==> config.mk <==
export PLATFORM = sky130hd
export DESIGN_NAME = sramc_host
export DESIGN_NICKNAME = d
export VERILOG_FILES = /design/src/rtl/sramc_delay.v /design/src/rtl/sramc_host.v
export VERILOG_INCLUDE_DIRS = /design/src /design/src/rtl
export SDC_FILE = /design/constraint.sdc
export NUM_CORES = 1
export LEC_CHECK = 0
export BUFFER_PORTS_ARGS = -buffer_cell sky130_fd_sc_hd__buf_2
export CORE_UTILIZATION = 35
export CTS_CLUSTER_DIAMETER = 50
export CTS_CLUSTER_SIZE = 40
export DETAILED_ROUTE_END_ITERATION = 12
export PLACE_DENSITY = 0.57
export SLEW_MARGIN = 20
export SYNTH_ARGS = -nofsm -noshare
export SYNTH_HDL_FRONTEND = slang
export SYNTH_SLANG_ARGS = --single-unit
==> constraint.sdc <==
create_clock -name clk -period 3.4 [get_ports clk]
set_input_delay 0.34 -clock clk [delete_from_list [all_inputs] [get_ports clk]]
set_output_delay 0.34 -clock clk [all_outputs]
set_load 0.02 [all_outputs]
==> src/rtl/sramc_defines.vh <==
`ifndef SRAMC_DEFINES_VH
`define SRAMC_DEFINES_VH
// ----------------------------------------
// Array geometry
// ----------------------------------------
`define SRAMC_ADDR_W 5
`define SRAMC_DATA_W 8
// ----------------------------------------
// Bus timing in clock periods (half-period figures doubled)
// ----------------------------------------
`define SRAMC_ADDR_SETUP_HALF 9
`define SRAMC_DATA_SETUP_HALF 11
`define SRAMC_WRITE_WIDTH 2
`define SRAMC_ADDR_HOLD 1
`define SRAMC_DATA_HOLD 1
`define SRAMC_READ_LEAD 1
// ----------------------------------------
// Retention guard time
// ----------------------------------------
`define SRAMC_RETAIN_NS 600
`define SRAMC_CLK_NS 10
`endif

==> src/rtl/sramc_delay.v <==
// ----------------------------------------
// Down-counter giving a done pulse after a load
// ----------------------------------------
module sramc_delay #(
    parameter W = 8
) (
    input wire clk, // System clock
    input wire rst, // Synchronous reset, active high
    input wire load, // Start counting
    input wire [W-1:0] count, // Cycles to wait
    output wire busy, // Counter running
    output wire done // Counter reached one this cycle
);
    reg [W-1:0] cnt; // Remaining cycles

    // Count down to zero after a load
    always @(posedge clk)
    begin
        if (rst)
            cnt <= {W{1'b0}};
        else if (load)
            cnt <= count;
        else if (cnt != {W{1'b0}})
            cnt <= cnt - {{(W-1){1'b0}}, 1'b1};
    end

    assign busy = (cnt != {W{1'b0}});
    assign done = (cnt == {{(W-1){1'b0}}, 1'b1});
endmodule // sramc_delay

==> src/rtl/sramc_host.v <==
`include "sramc_defines.vh"
module sramc_host #(
    parameter ADDR_W = `SRAMC_ADDR_W,
    parameter DATA_W = `SRAMC_DATA_W,
    parameter CLK_NS = `SRAMC_CLK_NS,
    parameter RETAIN_NS = `SRAMC_RETAIN_NS
) (
    input wire clk, // System clock, 100 MHz
    input wire rst, // Synchronous reset, active high
    input wire req_valid, // Access request
    input wire req_write, // 1 write, 0 read
    input wire [ADDR_W-1:0] req_addr, // Word to access
    input wire [DATA_W-1:0] req_wdata, // Data to write
    output wire req_ready, // Request accepted this cycle
    output reg rsp_valid, // Read data valid pulse
    output reg [DATA_W-1:0] rsp_rdata, // Read data
    input wire retain_req, // Ask to enter low-supply retention
    output reg retain_ok, // Supply may be lowered
    input wire supply_good, // Supply back to normal (async)
    input wire rom_enable_output, // Companion ROM enable (async)
    input wire use_rom_enable, // Gate select by ROM enable
    output reg [ADDR_W-1:0] word_address, // Memory address lines
    output reg select_n, // Chip select, active low
    output reg read_strobe_n, // Read strobe, active low
    output reg write_strobe_n, // Write strobe, active low
    input wire [DATA_W-1:0] data_in, // Bus level seen at pins
    output reg [DATA_W-1:0] data_out, // Bus value we drive
    output reg data_oe // High while we drive the bus
);
    // ----------------------------------------
    // Timing constants
    // ----------------------------------------
    // Access wait of 80 ns at 10 ns; a slower part needs a longer wait here
    localparam [7:0] RD_WAIT = 8'h08;
    localparam integer RETAIN_CYC_I = (RETAIN_NS + CLK_NS - 1) / CLK_NS; // Round up
    localparam [7:0] RETAIN_CYC = RETAIN_CYC_I[7:0]; // Guard in cycles
    localparam integer AS_CYC_I = (`SRAMC_ADDR_SETUP_HALF + 1) / 2; // Setup rounded up
    localparam integer DS_EXTRA_I = ((`SRAMC_DATA_SETUP_HALF - `SRAMC_ADDR_SETUP_HALF) + 1) / 2;
    localparam integer WSET_CYC_I = AS_CYC_I + DS_EXTRA_I - 2; // Setup before the strobe falls
    localparam [7:0] WSET_CYC = WSET_CYC_I[7:0]; // Setup phase in cycles
    localparam integer WR_CYC_I = `SRAMC_WRITE_WIDTH;
    localparam [7:0] WR_CYC = WR_CYC_I[7:0]; // Write strobe width in cycles
    // ----------------------------------------
    // States
    // ----------------------------------------
    localparam [3:0] ST_IDLE = 4'h0;
    localparam [3:0] ST_WSET = 4'h1; // Address and data setup
    localparam [3:0] ST_WPUL = 4'h2; // Write strobe low
    localparam [3:0] ST_WHLD = 4'h3; // Address/data hold
    localparam [3:0] ST_RLEAD = 4'h4; // Read strobe before address
    localparam [3:0] ST_RWAIT = 4'h5; // Access wait
    localparam [3:0] ST_RDONE = 4'h6; // Release
    localparam [3:0] ST_DESEL = 4'h7; // Deselect before retention
    localparam [3:0] ST_RETN = 4'h8; // In retention
    localparam [3:0] ST_RECOV = 4'h9; // Deselected after recovery

    reg [3:0] state; // Current state
    reg [3:0] next_state; // Next state
    reg tmr_load; // Start delay
    reg [7:0] tmr_count; // Delay length
    wire tmr_done; // Delay elapsed
    reg [ADDR_W-1:0] hold_addr; // Latched address
    reg rom_en_s1; // Synchroniser stage 1
    reg rom_en_s2; // Synchroniser stage 2
    reg good_s1; // Synchroniser stage 1
    reg good_s2; // Synchroniser stage 2

    // ----------------------------------------
    // Input synchronisers
    // ----------------------------------------
    // Pins from outside our clock domain pass two flops first
    always @(posedge clk)
    begin
        if (rst)
        begin
            rom_en_s1 <= 1'b0;
            rom_en_s2 <= 1'b0;
            good_s1 <= 1'b0;
            good_s2 <= 1'b0;
        end
        else
        begin
            rom_en_s1 <= rom_enable_output;
            rom_en_s2 <= rom_en_s1;
            good_s1 <= supply_good;
            good_s2 <= good_s1;
        end
    end

    sramc_delay #(.W(8)) u_delay (
        .clk(clk),
        .rst(rst),
        .load(tmr_load),
        .count(tmr_count),
        .busy(),
        .done(tmr_done)
    );

    // Accept only in idle; retention requests go first; no precharge gap needed
    assign req_ready = (state == ST_IDLE) && !retain_req;

    // Select may be gated by the ROM enable, else it follows our decode
    wire sel_gate = use_rom_enable ? !rom_en_s2 : 1'b1;

    // ----------------------------------------
    // Next state
    // ----------------------------------------
    // The state before each timed phase loads the timer for it
    always @*
    begin
        next_state = state;
        tmr_load = 1'b0;
        tmr_count = 8'h00;
        case (state)
            ST_IDLE:
            begin
                if (retain_req)
                begin
                    next_state = ST_DESEL;
                    tmr_load = 1'b1;
                    tmr_count = RETAIN_CYC;
                end
                else if (req_valid && req_write)
                begin
                    next_state = ST_WSET;
                    tmr_load = 1'b1;
                    tmr_count = WSET_CYC;
                end
                else if (req_valid)
                    next_state = ST_RLEAD;
            end
            ST_WSET:
                if (tmr_done)
                begin
                    next_state = ST_WPUL;
                    tmr_load = 1'b1;
                    tmr_count = WR_CYC;
                end
            ST_WPUL:
                if (tmr_done)
                    next_state = ST_WHLD;
            ST_WHLD:
                next_state = ST_IDLE; // One period hold
            ST_RLEAD:
            begin
                next_state = ST_RWAIT;
                tmr_load = 1'b1;
                tmr_count = RD_WAIT;
            end
            ST_RWAIT:
                if (tmr_done)
                    next_state = ST_RDONE;
            ST_RDONE:
                next_state = ST_IDLE;
            ST_DESEL:
                if (tmr_done)
                    next_state = ST_RETN;
            ST_RETN:
                if (!retain_req && good_s2)
                begin
                    next_state = ST_RECOV;
                    tmr_load = 1'b1;
                    tmr_count = RETAIN_CYC;
                end
            ST_RECOV:
                if (tmr_done)
                    next_state = ST_IDLE;
            default:
                next_state = ST_IDLE;
        endcase
    end

    // ----------------------------------------
    // Pin drive
    // ----------------------------------------
    // All pins registered so the device sees glitch-free strobes
    always @(posedge clk)
    begin
        if (rst)
        begin
            state <= ST_IDLE;
            word_address <= {ADDR_W{1'b0}};
            hold_addr <= {ADDR_W{1'b0}};
            select_n <= 1'b1;
            read_strobe_n <= 1'b1;
            write_strobe_n <= 1'b1;
            data_out <= {DATA_W{1'b0}};
            data_oe <= 1'b0;
            rsp_valid <= 1'b0;
            rsp_rdata <= {DATA_W{1'b0}};
            retain_ok <= 1'b0;
        end
        else
        begin
            state <= next_state;
            rsp_valid <= 1'b0;
            case (next_state)
                ST_WSET:
                begin
                    // Latch only on the take edge; request fields may move afterwards
                    if (state == ST_IDLE)
                    begin
                        // Address and data steady long before the strobe
                        word_address <= req_addr;
                        data_out <= req_wdata;
                        data_oe <= 1'b1;
                        select_n <= !sel_gate;
                        read_strobe_n <= 1'b1; // Read high so the write lands
                    end
                end
                ST_WPUL:
                    write_strobe_n <= 1'b0;
                ST_WHLD:
                    write_strobe_n <= 1'b1; // Data and address held one more period
                ST_RLEAD:
                begin
                    // Strobe first, address next period
                    hold_addr <= req_addr;
                    select_n <= !sel_gate;
                    read_strobe_n <= 1'b0;
                    data_oe <= 1'b0; // Device owns the bus now
                end
                ST_RWAIT:
                    word_address <= hold_addr;
                ST_RDONE:
                begin
                    rsp_rdata <= data_in;
                    rsp_valid <= 1'b1;
                    read_strobe_n <= 1'b1; // Device lets go
                end
                ST_IDLE:
                begin
                    // Idle: deselected, strobes high, nobody drives
                    data_oe <= 1'b0;
                    write_strobe_n <= 1'b1;
                    read_strobe_n <= 1'b1;
                    select_n <= 1'b1;
                    retain_ok <= 1'b0;
                end
                ST_DESEL:
                begin
                    select_n <= 1'b1;
                    data_oe <= 1'b0;
                end
                ST_RETN:
                    retain_ok <= 1'b1;
                ST_RECOV:
                    retain_ok <= 1'b0;
                default:
                    select_n <= 1'b1;
            endcase
        end
    end
endmodule // sramc_host

* After elaboration in Yosys (flattened, before gate mapping)
Cells that the tools add are included.
** Cells by class
- $add $sub $neg :: 1
- Equality and inequality tests :: 18
- Multiplexer cells :: 33
- Bitwise operators :: 1
- Reductions and logical operators :: 25
** Operators with widths (number)
- $mux W4 :: 9
- $pmux W4 S8 :: 1
- $eq A4 B3 Y1 const B :: 7
- $pmux W6 S4 :: 1
- $eq A4 B4 Y1 const B :: 4
- $mux W8 :: 2
- $eq A4 B2 Y1 const B :: 3
- $mux W6 :: 2
- $pmux W5 S2 :: 1
- $reduce_and A2 Y1 :: 5
- $reduce_bool A2 Y1 :: 5
- $eq A4 B1 Y1 const B :: 2
- $eq A8 B1 Y1 const B :: 1
- $logic_not A4 Y1 :: 2
- $mux W1 :: 8
- $reduce_bool A8 Y1 :: 1
- $sub A8 B1 Y8 const B :: 1
- $pmux W1 S2 :: 3
- $pmux W1 S3 :: 2
- $reduce_or A2 Y1 :: 3
- $reduce_or A6 Y1 :: 1
- $mux W5 :: 1
- $pmux W1 S4 :: 1
- $logic_and A1 B1 Y1 :: 3
- 7 further kinds :: 9
** Storage, ports and cells
- Bits in registers :: 48
- Bits of input ports :: 29
- Output and inout port bits :: 28
- Logic and storage cells :: 94

* Depth between registers and ports, before layout
Gate-level depths: netlist of the first run.
- Word-level depth :: 8
- Gate-level depth with buffers :: 9
- Gate-level depth less buffers :: 8

* Cells and area by module
A second synthesis of the first run with hierarchy kept.
** Unflattened totals
- Cell total of the unflattened synthesis :: 274
- Area, all modules :: 2464.9 µm²
** Modules (own cells, without submodules)
- sramc_host :: times used 1, cells each 216, area each 1968.1 µm², sequential area each 800.8 µm²
- sramc_delay :: times used 1, cells each 58, area each 496.7 µm², sequential area each 160.2 µm²

* Least setup slack after synthesis of the first run
Ideal clock, no wire load.
- Path kind :: register -> register
- Start point :: register u_delay.cnt[1]
- End point :: register rsp_rdata[0]
- Setup time :: 128 ps
- Data arrival time :: 1858 ps
- Data required time :: 3272 ps
- Slack :: 1414 ps
- Stages on the path, launching flop included :: 10
- Buffers on the path :: 1
- Clock period less this slack :: 1986 ps
- Cells stage by stage :: dfxtp_1 > inv_1 > ha_1 > nor3b_2 > and2_1 > a311oi_4 > nand3b_1 > buf_6 > mux2i_1 > nor2_1
** On the way
- Longest elaborated chain between the ends :: 4
- Elaborated cells between the ends (all ways) :: 8
- Classes of those cells :: 2 x eq/ne; 6 x mux
** RTL lines
- start: declaration :: RTL line sramc_delay.v:14 : reg [W-1:0] cnt;
- start signal: assignment :: RTL line sramc_delay.v:20 : cnt <= {W{1'b0}};
- start signal: assignment :: RTL line sramc_delay.v:22 : cnt <= count;
- start signal: assignment :: RTL line sramc_delay.v:24 : cnt <= cnt - {{(W-1){1'b0}}, 1'b1};
- $eq A8 B1 Y1 (*) :: RTL line sramc_delay.v:28 : assign done = (cnt == {{(W-1){1'b0}}, 1'b1});
- $mux W4 (on tied branches)
- $pmux W4 S8 (*) :: RTL line sramc_host.v:114 : case (state)
- $eq A4 B3 Y1 (*) :: RTL line sramc_host.v:197 : case (next_state)
- end signal: assignment :: RTL line sramc_host.v:190 : rsp_rdata <= {DATA_W{1'b0}};
- end signal: assignment :: RTL line sramc_host.v:227 : rsp_rdata <= data_in;
- end: declaration :: RTL line sramc_host.v:16 : output reg [DATA_W-1:0] rsp_rdata,
Mark *: on every way between the ends. The rest lies on a longest branch, timed or not.
A chain may end at the register's enable or synchronous reset.

* Worst setup path after layout of the first run
- Start point :: register state[0]
- End point :: register word_address[3]
** On the way
- Longest elaborated chain between the ends :: 7
- Elaborated cells between the ends (all ways) :: 24
- Classes of those cells :: 10 x eq/ne; 11 x mux; 3 x reduce/logical
** RTL lines
- start: declaration :: RTL line sramc_host.v:57 : reg [3:0] state;
- start signal: assignment :: RTL line sramc_host.v:195 : state <= next_state;
- $mux W4 :: RTL line sramc_host.v:129 : else if (req_valid)
- $mux W4 :: RTL line sramc_host.v:123 : else if (req_valid && req_write)
- $mux W4 :: RTL line sramc_host.v:117 : if (retain_req)
- $pmux W4 S8 :: RTL line sramc_host.v:114
- $eq A4 B1 Y1 or $eq A4 B3 Y1 (tied branches) :: RTL line sramc_host.v:197
- $ne A2 B2 Y1 (no line) or $reduce_bool A2 Y1 (tied branches)
- $reduce_and A2 Y1 (no line)
- end signal: assignment :: RTL line sramc_host.v:182 : word_address <= {ADDR_W{1'b0}};
- end signal: assignment :: RTL line sramc_host.v:204 : word_address <= req_addr;
- end signal: assignment :: RTL line sramc_host.v:224 : word_address <= hold_addr;
- end: declaration :: RTL line sramc_host.v:22 : output reg [ADDR_W-1:0] word_address,
Several ways; a longest one is shown, not always the timed one.

==> results of run 1 <==
-- synthesized netlist by cell type, drive strengths merged (2+ instances only) --
cell	count
a211oi	2
a21o	2
a21oi	15
a221oi	2
a2bb2oi	5
and2	2
and3b	2
buf	6
clkbuf	6
dfxtp	48
ha	2
inv	6
mux2i	25
nand2	17
nand3	4
nand3b	3
nor2	35
nor2b	7
nor3	16
nor3b	8
nor4	2
o211ai	2
o21ai	8
or3	2
xnor2	3
xor2	2
-- through the flow --
stage / utilization [%] / total power [W] / hold slack (ns) / setup slack (ns)
floorplan: - / 0.00159 / 0.414 / 1.41
detailed placement: 42.5 / 0.00181 / 0.428 / 0.808
finish: 44.2 / 0.00217 / 0.245 / 0.816
CTS: 44.2 / 0.00218 / 0.238 / 0.798
global placement: 42.5 / 0.00180 / 0.417 / 0.883
global route: 44.2 / 0.00234 / 0.260 / 0.534
-- worst max path at each step --
| stage | endpoint | cells past startpoint | slack, ns | startpoint |
|---|---|---|---|---|
| 6_report | word_address[3] | 6 | 0.82 | state[0] |
| 5_1_grt | data_out[7] | 6 | 0.53 | state[0] |
| 4_1_cts | word_address[3] | 6 | 0.80 | state[0] |
| 3_5_place_dp | word_address[3] | 6 | 0.81 | state[0] |
| 3_3_place_gp | data_out[4] | 6 | 0.88 | state[0] |
| 2_1_floorplan | rsp_rdata[0] | 9 | 1.41 | u_delay.cnt[1] |
-- critical path, cell delays in order (launching register included) --
cell	delay [ns]
dfxtp_1	0.64
inv_1	0.15
a21o_1	0.24
o211ai_1	0.32
nand3_1	0.65
a2bb2oi_1	0.35
nor3_1	0.07
-- per-layer routing --
layer  track usage (%)  part of all wire, %  vias to the layer above
met5                 0                    0                        -
met4              5.96                  1.6                        0
met3              4.56                  5.2                        7
met2              24.0                   44                       48
met1              20.9                   49                      878
li1                  -                    -                      977
-- power by group through the flow --
stage	clock network, W	registers [W]	logic, W
finish	0.000367	0.000812	0.000986
global route	0.000399	0.000833	0.00110
CTS	0.000377	0.000811	0.000993
detailed placement	0	0.000824	0.000986
global placement	0	0.000822	0.000982
floorplan	0	0.000856	0.000729
-- kinds of logic after synthesis --
group | Yosys count | share of synthesized area (%)
simple gates | 102 | 24.2
flops | 48 | 43.0
compound gates | 46 | 14.8
mux | 25 | 11.2
buf+inv | 18 | 3.75
xor+xnor | 5 | 1.96
fa+ha+maj | 2 | 1.12
-- sequential cells by signal (all words and copies together) (netlist names) --
register	flops
data_oe	1
data_out	8
good_s1	1
good_s2	1
hold_addr	5
read_strobe_n	1
retain_ok	1
rom_en_s1	1
rom_en_s2	1
rsp_rdata	8
rsp_valid	1
select_n	1
state	4
u_delay.cnt	8
word_address	5
write_strobe_n	1
-- layout make-up --
class / instances / area [um2] / area share (%)
clock buffers: 6 / 82.6 / 3.10
clock inverters: 2 / 15.0 / 0.564
inverters: 6 / 22.5 / 0.846
multi-input cells: 180 / 1190 / 44.8
flip-flops and latches: 48 / 961 / 36.1
well taps: 75 / 93.8 / 3.53
repair buffers: 58 / 295 / 11.1
==> flow_summary.yaml, run 1 <==
outcome:
  status: "finished clean"
clocking:
  cts_root_buffer: "clkbuf_8"
  htreeDepth: 2
  clk_pin_slew_ns: 0.10
  cts_tree: "yes"
  cts_resized: 0
  clockBufferDepth: 2
  insertion_delay_ns: 0.30
  cts_buffers: 5
  ctsHoldBuffers: 0
  cts_num_sinks: 48
  cts_setup_buffers: 0
placement:
  placed_cells: 367
  place_area_um2: 2560
  io_buffers: 56
  dp.final_hpwl_um: 3360
  gp_congestion: 0.847
logic_synthesis:
  synthTopCellsByArea: "dfxtp_1 43%, mux2i_1 11%, nor2_1 5.9%"
  synthCells: 246
  ys_seq_area_share_pct: 43.0
  netlist_area_um2: 2240
  yosysWarningCount: 0
  ys.flop_type: "dfxtp_1"
  synthArstFlopShare_pct: 0
  synth_top_area_share_pct: 43.0
  avgSynthCellArea_um2: 9.09
  synth_edf_count: 0
  synth-seq-cells: 48
  ys_types: 47
  syn_nets: 277
  synth_top_cell_by_area: "dfxtp_1"
grt:
  grt_pass1_wl_um: 8160
  grt_pass1_vias: 1760
  grt_max_degree: 51
  grt_overflow: 0
  track_usage_pct: 15.8
  antenna_found_initial: 0
flow_run:
  maxCapViolCount: 0
setup_path:
  worstRegToRegCells: 6
  r2r_slack_ns: 0.82
  required_ns: 3.56
  endpoint_kind: "flip-flop"
  cp.arrival_ns: 2.75
  r2r_end: "word_address[3]"
  crit_type: "flip-flop to flip-flop"
  worstReg2RegStart: "state[0]"
  start_kind: "flip-flop"
  critPathMaxFanout: 14
pwr:
  power_density_nw_per_um2: 814
  pwr-share-seq_pct: 37.5
  p_sw_w: 0.000885
  p_clk_share_pct: 17.0
  leakage_nw: 1.26
  p_int_w: 0.00128
  combPwrFrac_pct: 45.5
  ir_worst_vdd_mv: 0.457
  p_sw_share_pct: 40.9
cells_and_area:
  nets: 330
  stdcell_count: 375
  fin_area_um2: 2660
  nFillCells: 614
  area_growth_pct: 19.0
  drive_gt1_share_pct: 25.0
  diodes: 0
  layout_commonest_cell: "buf_2"
  final_cell_mix: "56 x buf_2, 48 x dfxtp_1, 35 x nor2_1"
timing:
  final_hold_viol_count: 0
  rsz0062_at_grt: "false"
  tightest_slew_ns: 1.06
  slew_headroom_pct: 29.1
  period_share_pct: 76.0
  fmax_mhz: 387
  layout_min_cycle_time_ns: 2.58
  finalSetupViolCount: 0
  setup_tns_ns: 0
  finClkSkew_ns: 0.00738
  slew_viol_final: 0
die:
  rows: 28
  dieArea_um2: 6710
  die_y_um: 81.9
  ios: 57
  core_um2: 6030
  start_util_pct: 37.1
  die_x_um: 81.9
drt:
  final_antenna_net_count: 0
  wl_per_cell_um: 13.1
  firstDrtPassIters: 4
  dr_total_vias: 1910
  drc: 0
  viasPerCell: 5.09
  wirelength_um: 4920
  drtIter0Drc: 114
hold_path:
  hold_end: "good_s1"
  hold_depth: 2
  holdCritStartpoint: "supply_good"
  hp-class: "input port to flip-flop"
(Power assumes the default switching activity.)
==> run 2: changes to the inputs <==
--- a/config.mk
+++ b/config.mk
@@ -11,7 +11,7 @@
 export CTS_CLUSTER_DIAMETER = 50
 export CTS_CLUSTER_SIZE = 40
 export DETAILED_ROUTE_END_ITERATION = 12
-export PLACE_DENSITY = 0.57
+export PLACE_DENSITY = 0.59
 export SLEW_MARGIN = 20
 export SYNTH_ARGS = -nofsm -noshare
 export SYNTH_HDL_FRONTEND = slang
==> constraint.sdc (replaced) <==
create_clock -name clk -period 2.2 [get_ports clk]
set_input_delay 0.22 -clock clk [delete_from_list [all_inputs] [get_ports clk]]
set_output_delay 0.22 -clock clk [all_outputs]
set_load 0.02 [all_outputs]
==> run 2 against run 1 <==
Compared with the run above:
- count of clock-buffer cells in the layout down 1
- die area unchanged
- highest routed layer unchanged
- clock skew about the same
- maximum frequency up 23%
- largest cell class unchanged
==> flow_summary.yaml, run 2 (same netlist as run 1, synthesis figures left out) <==
setup_path:
  start_kind: "flip-flop"
  endpoint_kind: "flip-flop"
  endpoint: "word_address[1]"
  r2r_end: "word_address[1]"
  r2r_slack_ns: 0.1
  critPathMaxFanout: 10
  crit_type: "flip-flop to flip-flop"
  cp.arrival_ns: 2.28
  worstReg2RegStart: "u_delay.cnt[1]"
  worstRegToRegCells: 9
  required_ns: 2.38
  cp-startpoint: "u_delay.cnt[1]"
die:
  dieArea_um2: 6710
  start_util_pct: 37.1
  ios: 57
  die_x_um: 81.9
  core_um2: 6030
  die_y_um: 81.9
  rows: 28
clocking:
  cts_buffers: 5
  htreeDepth: 2
  insertion_delay_ns: 0.31
  cts_num_sinks: 48
  cts_root_buffer: "clkbuf_8"
  clockBufferDepth: 2
  clk_pin_slew_ns: 0.10
  cts_tree: "yes"
placement:
  dp.final_hpwl_um: 3770
  place_area_um2: 2720
  io_buffers: 56
  gp_congestion: 0.858
drt:
  firstDrtPassIters: 4
  drc: 0
  wirelength_um: 5320
  viasPerCell: 5.11
  dr_total_vias: 2020
  final_antenna_net_count: 0
  drtIter0Drc: 108
  wl_per_cell_um: 13.5
pwr:
  power_density_nw_per_um2: 1290
  leakage_nw: 1.39
  ir_worst_vdd_mv: 0.638
cells_and_area:
  largestRegisters: "data_out x8, rsp_rdata x8, u_delay.cnt x8"
  fin_area_um2: 2900
  nets: 350
  fin_util_pct: 48.1
  drive_gt1_share_pct: 30.9
  diodes: 0
  final_cell_mix: "56 x buf_2, 46 x dfxtp_1, 35 x nor2_1"
  area_growth_pct: 29.6
  layout_commonest_cell: "buf_2"
  nFillCells: 600
timing:
  layout_min_cycle_time_ns: 2.10
  finClkSkew_ns: 0.00768
  final_hold_viol_count: 0
  setup_tns_ns: 0
  slew_headroom_pct: 57.4
  period_share_pct: 95.7
  slew_viol_final: 0
  rsz0062_at_grt: "true"
  finalSetupViolCount: 0
  tightest_slew_ns: 0.633
  fmax_mhz: 475
grt:
  grt_pass1_vias: 1833
  grt_use_met1_pct: 20.9
  grt_pass1_wl_um: 8490
  busiest_layer: "met2"
  track_usage_pct: 16.4
  grt_overflow: 0
  grt_max_degree: 33
  grt_use_met3_pct: 4.33
  antenna_found_initial: 0
  use_met2_pct: 27.0
outcome:
  status: "finished clean"
hold_path:
  hp-class: "input port to flip-flop"
flow_run:
  maxCapViolCount: 0
-- run 2: per-stage QoR --
stage	std cells	setup WS (ns)	total power (W)	hold slack, ns
5_1_grt	395	-0.0569	0.00400	0.118
6_report	395	0.0954	0.00375	0.110
2_1_floorplan	246	0.214	0.00245	0.348
3_3_place_gp	384	0.0651	0.00295	0.416
4_1_cts	392	0.00749	0.00368	0.103
3_5_place_dp	384	0.0325	0.00298	0.431
-- run 2: where the power goes --
group,leakage [nW],total [W],switching (W),internal (W)
clock,0.0607,0.000684,0.000333,0.000351
sequential,0.393,0.00123,0.000163,0.00107
combinational,0.936,0.00184,0.000977,0.000861
total,1.39,0.00375,0.00147,0.00228
-- run 2: routing by layer --
metal	part of all wire, %	vias up
met5	0	-
met4	1.4	0
met3	4.6	7
met2	47	48
met1	47	948
li1	-	1017
-- run 2: how the worst min path moves through the flow --
| stage | startpoint | endpoint | slack [ns] | cells past startpoint |
|---|---|---|---|---|
| after floorplan | supply_good | good_s1 | 0.35 | 1 |
| after global placement | good_s1 | good_s2 | 0.42 | 1 |
| after detailed placement | good_s1 | good_s2 | 0.43 | 1 |
| after CTS | supply_good | good_s1 | 0.10 | 2 |
| after global routing | rom_enable_output | rom_en_s1 | 0.12 | 2 |
| final | supply_good | good_s1 | 0.11 | 2 |
-- run 2: critical path, cell delays in order (launching register included) --
cell      delay [ns]
dfxtp_2         0.34
inv_1           0.07
ha_1            0.15
nor3b_4         0.28
a211oi_2        0.15
a311oi_4        0.36
buf_4           0.19
nand2_2         0.13
nor3b_1         0.23
nor3_1          0.06
-- run 2: cell type report --
type	instances	area, um2	area share [%]
Clock buffer	5	68.8	2.37
Multi-Input combinational cell	180	1230	42.4
Inverter	6	22.5	0.777
Sequential cell	48	963	33.2
Tap cell	75	93.8	3.24
Clock inverter	3	50.0	1.73
Timing Repair Buffer	78	470	16.2
-- run 2: repair_timing --
action | in CTS | in global routing
endpoints found under the setup margin | 0 | 20
buffers inserted | 0 | 3
hold buffers | 0 | 0
resized for setup | 0 | 7
